File: src/inc/smsc_pkg.sv
`default_nettype none
package smsc_pkg;

  // ---------------------------------------------------------------
  // register map (byte offsets on the 3-bit register port)
  // ---------------------------------------------------------------
  localparam logic [2:0] ADDR_SBC = 3'h0;
  localparam logic [2:0] ADDR_MSA = 3'h1;
  localparam logic [2:0] ADDR_MSB = 3'h2;
  localparam logic [2:0] ADDR_MSC = 3'h3;
  localparam logic [2:0] ADDR_STAT = 3'h4;

  // ---------------------------------------------------------------
  // standby_control fields and reset values
  // ---------------------------------------------------------------
  localparam int STANDBY_SELECT_BIT_BIT = 7;
  localparam int WAIT_HI = 6;
  localparam int WAIT_LO = 4;
  localparam int RSV1_BIT = 3;
  localparam logic [7:0] SBC_RST = 8'h08;
  localparam logic [7:0] SBC_WMASK = 8'hf8;
  localparam logic [7:0] MSA_RST = 8'h3f;
  localparam logic [7:0] MSB_RST = 8'hff;
  localparam logic [7:0] MSC_RST = 8'hff;

  // module-stop bit positions
  localparam int STOP_XFER = 6;
  localparam int STOP_PTIMER = 5;
  localparam int STOP_PGEN = 3;
  localparam int STOP_ADC = 1;
  localparam int STOP_SER0 = 7;
  localparam int STOP_BRK = 4;
  localparam int STOP_CAN = 3;
  localparam int STOP_MOTOR = 2;

  // ---------------------------------------------------------------
  // timing: one state is one system clock cycle
  // ---------------------------------------------------------------
  localparam int unsigned WAIT_BASE_STATES = 8192;
  localparam int unsigned WAIT_SHORT_STATES = 16;
  localparam int unsigned GATE_DELAY = 2;
  localparam logic [2:0] WAIT_CODE_RSV = 3'h6;
  localparam logic [2:0] WAIT_CODE_SHORT = 3'h7;

  typedef logic [18:0] smsc_cnt_t;
  typedef enum logic [1:0] {MODE_RUN, MODE_SLEEP, MODE_STBY, MODE_WAKE} smsc_mode_e;

  typedef struct packed {
    logic wr;
    logic rd;
    logic [2:0] addr;
    logic [7:0] wdata;
  } smsc_bus_s;

  typedef struct packed {
    logic [7:0] c;
    logic [7:0] b;
    logic [7:0] a;
  } smsc_stop_s;

  typedef struct packed {
    logic busy;
    smsc_cnt_t cnt;
    logic done;
  } smsc_tmr_s;

  typedef struct packed {
    smsc_mode_e mode;
    logic [7:0] sbc;
    smsc_stop_s stop;
    logic [7:0] rdata;
    logic [1:0] wsync;
    logic start;
    logic halt;
    logic osc;
    logic clks;
    logic irq_start;
  } smsc_state_s;

  // wait length for a code; the reserved code falls back to the longest wait
  function automatic smsc_cnt_t wait_cycles(input logic [2:0] code,
                                            input int unsigned base,
                                            input int unsigned short_n);
    int unsigned n;
    n = base << 5;
    if (code == WAIT_CODE_SHORT) begin
      n = short_n;
    end else if (code != WAIT_CODE_RSV) begin
      n = base << code;
    end
    return smsc_cnt_t'(n);
  endfunction

endpackage
`default_nettype wire

File: src/design/smsc_wake_timer.sv
`timescale 1ns/1ps
`default_nettype none
// ---------------------------------------------------------------
// clock-stabilisation down counter
// ---------------------------------------------------------------
module smsc_wake_timer (
  input wire logic clk_i,
  input wire logic nrst_i,
  input wire logic start_i,
  input wire smsc_pkg::smsc_cnt_t cycles_i,
  output logic done_o
);
  smsc_pkg::smsc_tmr_s s_q, s_d;

  // done pulses one cycle after the count reaches zero
  always_comb begin
    s_d = s_q;
    s_d.done = 1'b0;
    if (start_i) begin
      s_d.busy = 1'b1;
      s_d.cnt = cycles_i - smsc_pkg::smsc_cnt_t'(1);
    end else if (s_q.busy) begin
      if (s_q.cnt == '0) begin
        s_d.busy = 1'b0;
        s_d.done = 1'b1;
      end else begin
        s_d.cnt = s_q.cnt - smsc_pkg::smsc_cnt_t'(1);
      end
    end
  end

  always_ff @(posedge clk_i or negedge nrst_i) begin
    if (!nrst_i) begin
      s_q <= '0;
    end else begin
      s_q <= s_d;
    end
  end

  assign done_o = s_q.done;
endmodule
`default_nettype wire

File: src/design/smsc_stop_pipe.sv
`timescale 1ns/1ps
`default_nettype none
// ---------------------------------------------------------------
// retiming of module-stop bits towards the peripheral clock gates
// ---------------------------------------------------------------
module smsc_stop_pipe #(
  parameter int unsigned DEPTH = smsc_pkg::GATE_DELAY
) (
  input wire logic clk_i,
  input wire logic nrst_i,
  input wire smsc_pkg::smsc_stop_s stop_i,
  output smsc_pkg::smsc_stop_s stop_o
);
  typedef struct packed {
    smsc_pkg::smsc_stop_s [DEPTH-1:0] stage;
  } pipe_s;
  pipe_s s_q, s_d;

  // a short pipe keeps the gate enable off the bus decode timing path
  always_comb begin
    s_d = s_q;
    s_d.stage[0] = stop_i;
    for (int i = 1; i < DEPTH; i++) begin
      s_d.stage[i] = s_q.stage[i-1];
    end
  end

  always_ff @(posedge clk_i or negedge nrst_i) begin
    if (!nrst_i) begin
      s_q <= {DEPTH{smsc_pkg::MSC_RST, smsc_pkg::MSB_RST, smsc_pkg::MSA_RST}};
    end else begin
      s_q <= s_d;
    end
  end

  assign stop_o = s_q.stage[DEPTH-1];
endmodule
`default_nettype wire

File: src/design/smsc_top.sv
// Chosen here: the strobed register port and the address map.
`timescale 1ns/1ps
`default_nettype none
// Behaviour
// [RULE_01] standby select bit 7 resets 0; 0 picks sleep, 1 picks software standby
// [RULE_02] standby select bit never changed by hardware on interrupt wake-up
// [RULE_03] software clears standby select by writing 0; no self-clear
// [RULE_04] wait field bits 6..4 resets 000, sets wake clock-stabilisation wait
// [RULE_05] codes 000..101 give 8192 doubling up to 262144 states
// [RULE_06] code 111 gives 16 states; code 110 reserved, not to be used
// [RULE_07] with crystal, software picks a wait of at least about 8 ms
// [RULE_08] with external clock, software picks a wait of at least 2 ms
// [RULE_09] bit 3 reserved, reads 1 after reset, software writes only 1
// [RULE_10] bits 2..0 always read 0, writes ignored
// [RULE_11] three 8-bit module-stop registers A, B, C, fully read/write
// [RULE_12] stop bit 1 halts its peripheral, 0 resumes it
// [RULE_13] A bit 6 stops transfer controller, resets 0
// [RULE_14] A bits 5, 3, 1: pulse timer, pulse generator, converter; reset 1
// [RULE_15] B bits 7, 6, 5: serial ports 0..2; reset 1
// [RULE_16] C bits 4, 3, 2: break, CAN, motor timer; reset 1
// [RULE_17] A bit 7 read/write, resets 0, software writes 0
// [RULE_18] unassigned stop bits read/write, reset 1, software writes 1
// [RULE_19] after reset the device runs at full speed, no low-power mode
// [RULE_20] in sleep the processor halts, peripherals keep running
// [RULE_21] interrupt wake: oscillator first, clocks after wait, then interrupt handling
// [RULE_22] peripheral clock gated or resumed a few cycles after stop bit write
module smsc_top #(
  parameter int unsigned WAIT_BASE_CYC = smsc_pkg::WAIT_BASE_STATES,
  parameter int unsigned WAIT_SHORT_CYC = smsc_pkg::WAIT_SHORT_STATES
) (
  input wire logic clk_i,
  input wire logic nrst_i,
  input wire smsc_pkg::smsc_bus_s bus_i,
  input wire logic sleep_req_i,
  input wire logic irq_i,
  input wire logic ext_wake_i,
  output logic [7:0] rdata_o,
  output smsc_pkg::smsc_mode_e mode_o,
  output logic cpu_halt_o,
  output logic osc_run_o,
  output logic clk_supply_o,
  output logic irq_start_o,
  output smsc_pkg::smsc_stop_s periph_stop_o
);

  // ---------------------------------------------------------------
  // state
  // ---------------------------------------------------------------
  smsc_pkg::smsc_state_s s_q, s_d;
  logic wait_done;
  smsc_pkg::smsc_cnt_t wait_len;
  smsc_pkg::smsc_state_s rst_val;
  // cycles from the second sampled wake cycle to the run cycle
  localparam int SHORT_GAP = int'(WAIT_SHORT_CYC) + 1;

  // everything comes up in run mode with documented register values
  always_comb begin
    rst_val = '0;
    rst_val.mode = smsc_pkg::MODE_RUN; // see [RULE_19]
    rst_val.sbc = smsc_pkg::SBC_RST; // see [RULE_01] see [RULE_04] see [RULE_09]
    rst_val.stop.a = smsc_pkg::MSA_RST; // see [RULE_13] see [RULE_14] see [RULE_17]
    rst_val.stop.b = smsc_pkg::MSB_RST; // see [RULE_15] see [RULE_18]
    rst_val.stop.c = smsc_pkg::MSC_RST; // see [RULE_16]
    rst_val.osc = 1'b1;
    rst_val.clks = 1'b1;
  end

  // wait length decoded from the stored field
  assign wait_len = smsc_pkg::wait_cycles(s_q.sbc[smsc_pkg::WAIT_HI:smsc_pkg::WAIT_LO],
                                          WAIT_BASE_CYC, WAIT_SHORT_CYC); // see [RULE_05] see [RULE_06]

  // ---------------------------------------------------------------
  // next-state logic
  // ---------------------------------------------------------------
  always_comb begin
    s_d = s_q;
    s_d.start = 1'b0;
    s_d.irq_start = 1'b0;
    s_d.rdata = 8'h00;
    // external wake pin crosses in through two flops
    s_d.wsync = {s_q.wsync[0], ext_wake_i};

    // register writes; only software ever touches the stored bits
    if (bus_i.wr) begin
      case (bus_i.addr)
        smsc_pkg::ADDR_SBC: begin
          s_d.sbc = bus_i.wdata & smsc_pkg::SBC_WMASK; // see [RULE_03] see [RULE_10]
        end
        smsc_pkg::ADDR_MSA: begin
          s_d.stop.a = bus_i.wdata; // see [RULE_11] see [RULE_12]
        end
        smsc_pkg::ADDR_MSB: begin
          s_d.stop.b = bus_i.wdata; // see [RULE_11]
        end
        smsc_pkg::ADDR_MSC: begin
          s_d.stop.c = bus_i.wdata; // see [RULE_11]
        end
        default: begin
        end
      endcase
    end

    // read data valid only in the cycle after the strobe
    if (bus_i.rd) begin
      case (bus_i.addr)
        smsc_pkg::ADDR_SBC: s_d.rdata = s_q.sbc & smsc_pkg::SBC_WMASK; // see [RULE_10]
        smsc_pkg::ADDR_MSA: s_d.rdata = s_q.stop.a;
        smsc_pkg::ADDR_MSB: s_d.rdata = s_q.stop.b;
        smsc_pkg::ADDR_MSC: s_d.rdata = s_q.stop.c;
        smsc_pkg::ADDR_STAT: s_d.rdata = {6'h00, s_q.mode};
        default: s_d.rdata = 8'h00;
      endcase
    end

    // low-power sequencer
    case (s_q.mode)
      smsc_pkg::MODE_RUN: begin
        if (sleep_req_i) begin
          if (s_q.sbc[smsc_pkg::STANDBY_SELECT_BIT_BIT]) begin
            s_d.mode = smsc_pkg::MODE_STBY; // see [RULE_01]
          end else begin
            s_d.mode = smsc_pkg::MODE_SLEEP; // see [RULE_01]
          end
        end
      end
      smsc_pkg::MODE_SLEEP: begin
        // any interrupt ends sleep; peripherals never stopped
        if (irq_i) begin
          s_d.mode = smsc_pkg::MODE_RUN; // see [RULE_20]
        end
      end
      smsc_pkg::MODE_STBY: begin
        // only the external pin can wake; restart the oscillator first
        if (s_q.wsync[1]) begin
          s_d.mode = smsc_pkg::MODE_WAKE; // see [RULE_21]
          s_d.start = 1'b1;
        end
      end
      smsc_pkg::MODE_WAKE: begin
        // the select bit is left alone here on purpose
        if (wait_done) begin
          s_d.mode = smsc_pkg::MODE_RUN; // see [RULE_02] see [RULE_21]
          s_d.irq_start = 1'b1;
        end
      end
      default: begin
        s_d.mode = smsc_pkg::MODE_RUN;
      end
    endcase

    // outputs follow the next mode so they stay aligned with mode_o
    s_d.halt = (s_d.mode != smsc_pkg::MODE_RUN); // see [RULE_20]
    s_d.osc = (s_d.mode != smsc_pkg::MODE_STBY); // see [RULE_21]
    s_d.clks = (s_d.mode != smsc_pkg::MODE_STBY) && (s_d.mode != smsc_pkg::MODE_WAKE);
  end

  // ---------------------------------------------------------------
  // state register
  // ---------------------------------------------------------------
  always_ff @(posedge clk_i or negedge nrst_i) begin
    if (!nrst_i) begin
      s_q <= '{mode: smsc_pkg::MODE_RUN, sbc: smsc_pkg::SBC_RST,
               stop: '{c: smsc_pkg::MSC_RST, b: smsc_pkg::MSB_RST, a: smsc_pkg::MSA_RST},
               rdata: 8'h00, wsync: 2'b00, start: 1'b0, halt: 1'b0,
               osc: 1'b1, clks: 1'b1, irq_start: 1'b0};
    end else begin
      s_q <= s_d;
    end
  end

  // ---------------------------------------------------------------
  // sub-blocks
  // ---------------------------------------------------------------
  // counting runs on the system clock, so the wait only
  // begins once the oscillator is declared running again
  smsc_wake_timer u_timer (
    .clk_i(clk_i),
    .nrst_i(nrst_i),
    .start_i(s_q.start),
    .cycles_i(wait_len),
    .done_o(wait_done)
  );

  // peripheral gate enables lag the register by a fixed two cycles
  smsc_stop_pipe #(
    .DEPTH(smsc_pkg::GATE_DELAY)
  ) u_gate (
    .clk_i(clk_i),
    .nrst_i(nrst_i),
    .stop_i(s_q.stop),
    .stop_o(periph_stop_o) // see [RULE_22]
  );

  // outputs straight from the state register
  assign rdata_o = s_q.rdata;
  assign mode_o = s_q.mode;
  assign cpu_halt_o = s_q.halt;
  assign osc_run_o = s_q.osc;
  assign clk_supply_o = s_q.clks;
  assign irq_start_o = s_q.irq_start;
endmodule
`default_nettype wire

File: config.mk
export PLATFORM = sky130hd
export DESIGN_NAME = smsc_top
export DESIGN_NICKNAME = d
export VERILOG_FILES = /design/src/inc/smsc_pkg.sv /design/src/design/smsc_wake_timer.sv /design/src/design/smsc_stop_pipe.sv /design/src/design/smsc_top.sv
export SDC_FILE = /design/constraint.sdc
export NUM_CORES = 1
export LEC_CHECK = 0
export ABC_AREA = 1
export BUFFER_PORTS_ARGS = -buffer_cell sky130_fd_sc_hd__buf_2
export CORE_MARGIN = 8
export CORE_UTILIZATION = 35
export DETAILED_ROUTE_END_ITERATION = 16
export PLACE_DENSITY = 0.51
export REMOVE_ABC_BUFFERS = 1
export SLEW_MARGIN = 20
export SYNTH_ARGS = -nofsm -noshare
export SYNTH_HDL_FRONTEND = slang
export SYNTH_HIERARCHICAL = 1
export SYNTH_SLANG_ARGS = --single-unit
File: constraint.sdc
create_clock -name clk_i -period 1.6 [get_ports clk_i]
set_input_delay 0.16 -clock clk_i [delete_from_list [all_inputs] [get_ports clk_i]]
set_output_delay 0.16 -clock clk_i [all_outputs]
set_load 0.02 [all_outputs]
## Word-level counts from Yosys, hierarchy flattened

Index checks and enable logic that the tools add are counted.

- Register bits: 115
- Input port bits: 18
- Logic and storage cells: 67

- Add/sub/neg operators: 2
- Equal/unequal tests: 12
- Shift operators: 1
- Multiplexer cells: 20
- Reductions and logical operators: 11

Operators by type and width:

| cell | number |
|---|---|
| 19-bit two-way mux | 3 |
| 8-bit case mux with 5 select lines | 1 |
| 19-bit by 1-bit subtractor with 19-bit output (second input constant) | 2 |
| 21-bit two-way mux | 1 |
| 20-bit two-way mux | 1 |
| 19-bit zero test | 1 |
| 14-bit by 3-bit << shifter with 19-bit output (first input constant) | 1 |
| 2-bit two-way mux | 5 |
| 2-bit AND reduction | 5 |
| 8-bit two-way mux | 1 |
| 2-bit case mux with 4 select lines | 1 |
| 1-bit two-way mux | 7 |
| 3-bit by 2-bit equality test with 1-bit output (second input constant) | 2 |
| 3-bit equality test (second input constant) | 2 |
| 2-bit inequality test (second input constant) | 3 |
| 2-bit equality test (second input constant) | 2 |
| 2-bit nonzero test | 2 |
| 3-bit by 1-bit equality test with 1-bit output (second input constant) | 1 |
| 3-bit zero test | 1 |
| 3-bit inequality test (second input constant) | 1 |
| 2-bit by 1-bit equality test with 1-bit output (second input constant) | 1 |
| 2-bit zero test | 1 |
| 1-bit logical AND | 1 |

## Logic depth before layout (Yosys ltp)

- Depth in word-level cells: 5
- Depth in mapped cells: 13
- Gate-level depth less buffers: 13

## Cells and area by module

The synthesis kept the hierarchy.

By module, submodules not included:

| module | times used | cells an instance | area an instance (um2) |
|---|---|---|---|
| smsc_top | 1 | 236 | 2,170.8 |
| smsc_wake_timer | 1 | 324 | 1,973.1 |
| smsc_stop_pipe | 1 | 48 | 1,256.2 |

## Worst setup path before layout

Ideal clock, no wire load.

- Kind: register to register
- Start: register u_timer/s_q[1] (netlist name)
- End: register u_timer/s_q[11] (netlist name)
- Library setup time: 117 ps
- Data arrival time: 1,378 ps
- Required time: 1,483 ps
- Slack: 106 ps
- Stages on the path, launching flop included: 11
- Period minus slack after synthesis: 1,494 ps
- Cell sequence: dfrtp_1 -> inv_1 -> ha_1 -> nand2_1 -> nor2_1 -> nand4_4 -> nand2_4 -> inv_4 -> buf_8 -> nand2_1 -> nand2_1

- Longest elaborated chain between the ends: 4

Ends and longest elaborated chain:

| what | RTL line | RTL |
|---|---|---|
| from (decl) | smsc_wake_timer.sv:13 | `smsc_pkg::smsc_tmr_s s_q, s_d;` |
| from (signal assigned) | smsc_wake_timer.sv:34 | `s_q <= '0;` |
| from (signal assigned) | smsc_wake_timer.sv:36 | `s_q <= s_d;` |
| 19-bit by 1-bit subtractor with 19-bit output | smsc_wake_timer.sv:27 | `s_d.cnt = s_q.cnt - smsc_pkg::smsc_cnt_t'(1);` |
| 19-bit two-way mux | smsc_wake_timer.sv:23 | `if (s_q.cnt == '0) begin` |
| 21-bit two-way mux | smsc_wake_timer.sv:22 | `end else if (s_q.busy) begin` |
| 20-bit two-way mux | smsc_wake_timer.sv:19 | `if (start_i) begin` |

Parallel ways exist; a longest one is shown, timed or not. The select of a mux whose other input is x is not followed.
A chain may end at the register's enable or synchronous reset.

==> key figures <==
Outcome
  • Status: finished, final reports clean

Pwr
  • Comb pwr share: 30.1%
  • VDD IR max: 803 uV
  • Part of the power in registers: 38.1%
  • Static leakage: 0.00332 uW
  • Internal: 7270 uW
  • Sw Ratio: 35.9%
  • Clock network power share: 31.8%
  • Tot Pwr: 11300 uW
  • Sw power: 4070 uW
  • PD cells: 1660 mW/mm^2

Placement
  • DP Wirelength: 9250 um
  • Port Buf Inserts: 55
  • Gpl congestion: 0.887
  • Cell Area, Placed: 0.00611 mm^2
  • Pre-CTS setup slack: -47.1 ps
  • Dpl cells: 893

Global route
  • First-pass GRT wire length: 21300 um
  • Overall routing resource usage: 13.7%
  • Largest net degree at the start of global routing: 45
  • Overflow after GRT: 0
  • Vias in the first global route: 4262
  • Initial antenna violation count: 0

Detailed routing
  • Router iterations before antenna repair: 5
  • Via count: 4302
  • Aggregate routed wire length: 12700 um
  • Vias/cell: 4.63
  • Drt drc: 0
  • DR WL/cell: 13.7 um
  • Drt first-iter violations: 322
  • Routed Antenna Nets: 0

Timing
  • Final Hold Viols: 0
  • RSZ-0062 raised after global routing: yes
  • Final setup vio count: 0
  • Final WS setup: 58.4 ps
  • Final setup skew: 7.11 ps
  • Fmax: 649 MHz
  • Crit share post-route: 96.3%
  • Final max-slew violation count: 0
  • Tmin final: 1540 ps

Die
  • Die area: 0.0197 mm^2
  • Die X: 140 um
  • Io pins: 56
  • Row count: 45
  • Core area: 0.0151 mm^2
  • Die Y: 140 um
  • Initial Util: 35.7%

Layout
  • Final std cells w/o fill: 929
  • Area Growth Syn to Fin: 26.4%
  • Final core utilization: 45.1%
  • Layout cells sized above 1: 35.1%
  • Post-route cell area: 0.00683 mm^2
  • Layout net count: 749
  • Ant diodes: 0

Clock network
  • CTS H-Tree Depth: 4
  • Setup Buffers After CTS: 0
  • Clock root buffer: clkbuf_16
  • Worst-path clk slew: 50 ps
  • CTS Buf Count: 17
  • Clock sinks: 115
  • CTS tree: yes
  • Clock latency on the worst-skew pair: 420 ps
  • Longest Clk Path Bufs: 2

Worst hold path
  • Min-Delay Path Class: in2reg

Setup path
  • Worst Setup End Kind: flip-flop
  • Worst setup path class: reg2reg
  • CP Data Arrival Time: 1850 ps
  • Worst path required time: 1910 ps
  • Max Fanout on Critical Path: 5
  • Setup crit start kind: flip-flop

Flow run
  • Max cap viols: 0

Synth
  • Ys Warns: 6
  • Seq/Total Area, Yosys: 54.9%
  • Count leader, synth: nand2_1
  • Post-synth top area cell: dfstp_2
  • Asr flop ratio synth: 100%
  • Mapped cell area: 0.00540 mm^2
  • FF+latch count, synth: 115
  • Synth area leaders: dfstp_2 (34%), dfrtp_1 (21%), nand2_1 (11%)
  • Syn_area_per_cell: 8.88 um^2
  • Synth top area share: 33.6%
  • Netlist cell types: 32
  • Synthesized instance count: 608
  • Post-synth top cells: nand2_1 (161), nor2_1 (74), dfstp_2 (69)
  • Post-synth EDFFs: 0
  • Main flop type after synthesis: dfstp_2
==> worst max-delay path, stage by stage, from the launching register on <==
cell	delay, ps
dfrtp_1	390
buf_4	170
nor2_1	230
nor2_1	110
nand3_1	100
nor2_2	50
nand2_1	70
nand2_1	50
nand3_1	100
nand2_1	70
nand2_1	60
nand2_1	50
==> kinds of logic (layout without fill, tap and decap cells) <==
kind of cell / Yosys count / in the layout / share of synthesized area [%]
simple gates: 341 / 342 / 28.5
other cells: 1 / 41 / 0.0694
fa+ha+maj: 3 / 3 / 0.695
compound gates: 68 / 68 / 8.06
buf+inv: 76 / 168 / 7.09
xor+xnor: 4 / 4 / 0.649
flops: 115 / 115 / 54.9
==> cell type report <==
class / instances / area, um^2
Fill cell: 1475 / 8320
Tap cell: 188 / 235
Sequential cell: 115 / 2960
Multi-Input combinational cell: 458 / 2310
Clock buffer: 22 / 507
Inverter: 52 / 200
Timing Repair Buffer: 84 / 544
Clock inverter: 10 / 67.6
==> registers in the layout (all words and copies together), names as in the netlist <==
register and flops:
u_gate/s_d 24, irq_start_o 1, u_timer/s_q 20, osc_run_o 1, u_timer/done_o 1, cpu_halt_o 1, mode_o 2, s_d 1
rdata_o 8, s_q 31, u_gate/stop_o 24, clk_supply_o 1
==> path summary, 6_finish.rpt <==
path,startpoint,endpoint,slack (ps),cells past startpoint
max in group asynchronous,nrst_i,u_gate/stop_o[3],750,3
hold reg to reg,u_gate/s_d[31],u_gate/stop_o[7],350,0
setup reg to reg,s_q[45],u_timer/s_q[19],60,11
hold / removal,bus_i[1],s_q[32],20,3
setup / recovery,s_q[45],u_timer/s_q[19],60,11
min in group asynchronous,nrst_i,rdata_o[1],240,2
==> power groups by stage <==
stage | Sequential, uW | Combinational [uW] | Clock, uW
finish | 4320 | 3410 | 3600
global route | 4410 | 3850 | 3850
CTS | 4320 | 3310 | 3690
detailed placement | 4350 | 3300 | 0
global placement | 4340 | 3250 | 0
floorplan | 4490 | 2010 | 0
==> cells in the final DEF, fill, tap and decap left out, types with 3 or more instances in the layout <==
cell / count
dlygate4sd3_1: 3
buf_4: 23
conb_1: 41
clkbuf_16: 19
clkinv_2: 4
a21o_1: 4
buf_12: 3
nor3_1: 3
a21oi_1: 9
nor2_2: 22
nor2_1: 58
nand3_1: 57
nand3_2: 3
inv_1: 43
inv_2: 8
dfstp_2: 69
o21ai_2: 22
dfrtp_1: 46
nor2_4: 11
nand4_1: 18
buf_2: 54
nand2_2: 6
o21ai_0: 30
nand2_1: 158
inv_6: 4
==> layer usage <==
layer / share of wire (%) / global-route usage [%] / routed length (um) / vias to the layer above
li1: - / - / - / 2163
met4: 1.7 / 5.60 / 215 / 0
met3: 5.4 / 4.32 / 683 / 17
met1: 47 / 17.6 / 6050 / 2035
met5: 0 / 0 / 0 / -
met2: 45 / 21.1 / 5800 / 87
==> what timing repair did <==
item	4_1_cts	5_1_grt
hold buffers	3	0
gates resized for setup	2	35
endpoints found under the setup margin	6	19
pin swaps	0	6
endpoints found under the hold margin	31	0
gates cloned	0	1
==> metrics by stage <==
step	TNS [ps]	hold WS [ps]
finish	0	19.5
global route	-136	20.0
CTS	0	2.30
detailed placement	-84.4	125
global placement	-6.08	123
floorplan	0	-136
(Power assumes the default switching activity.)
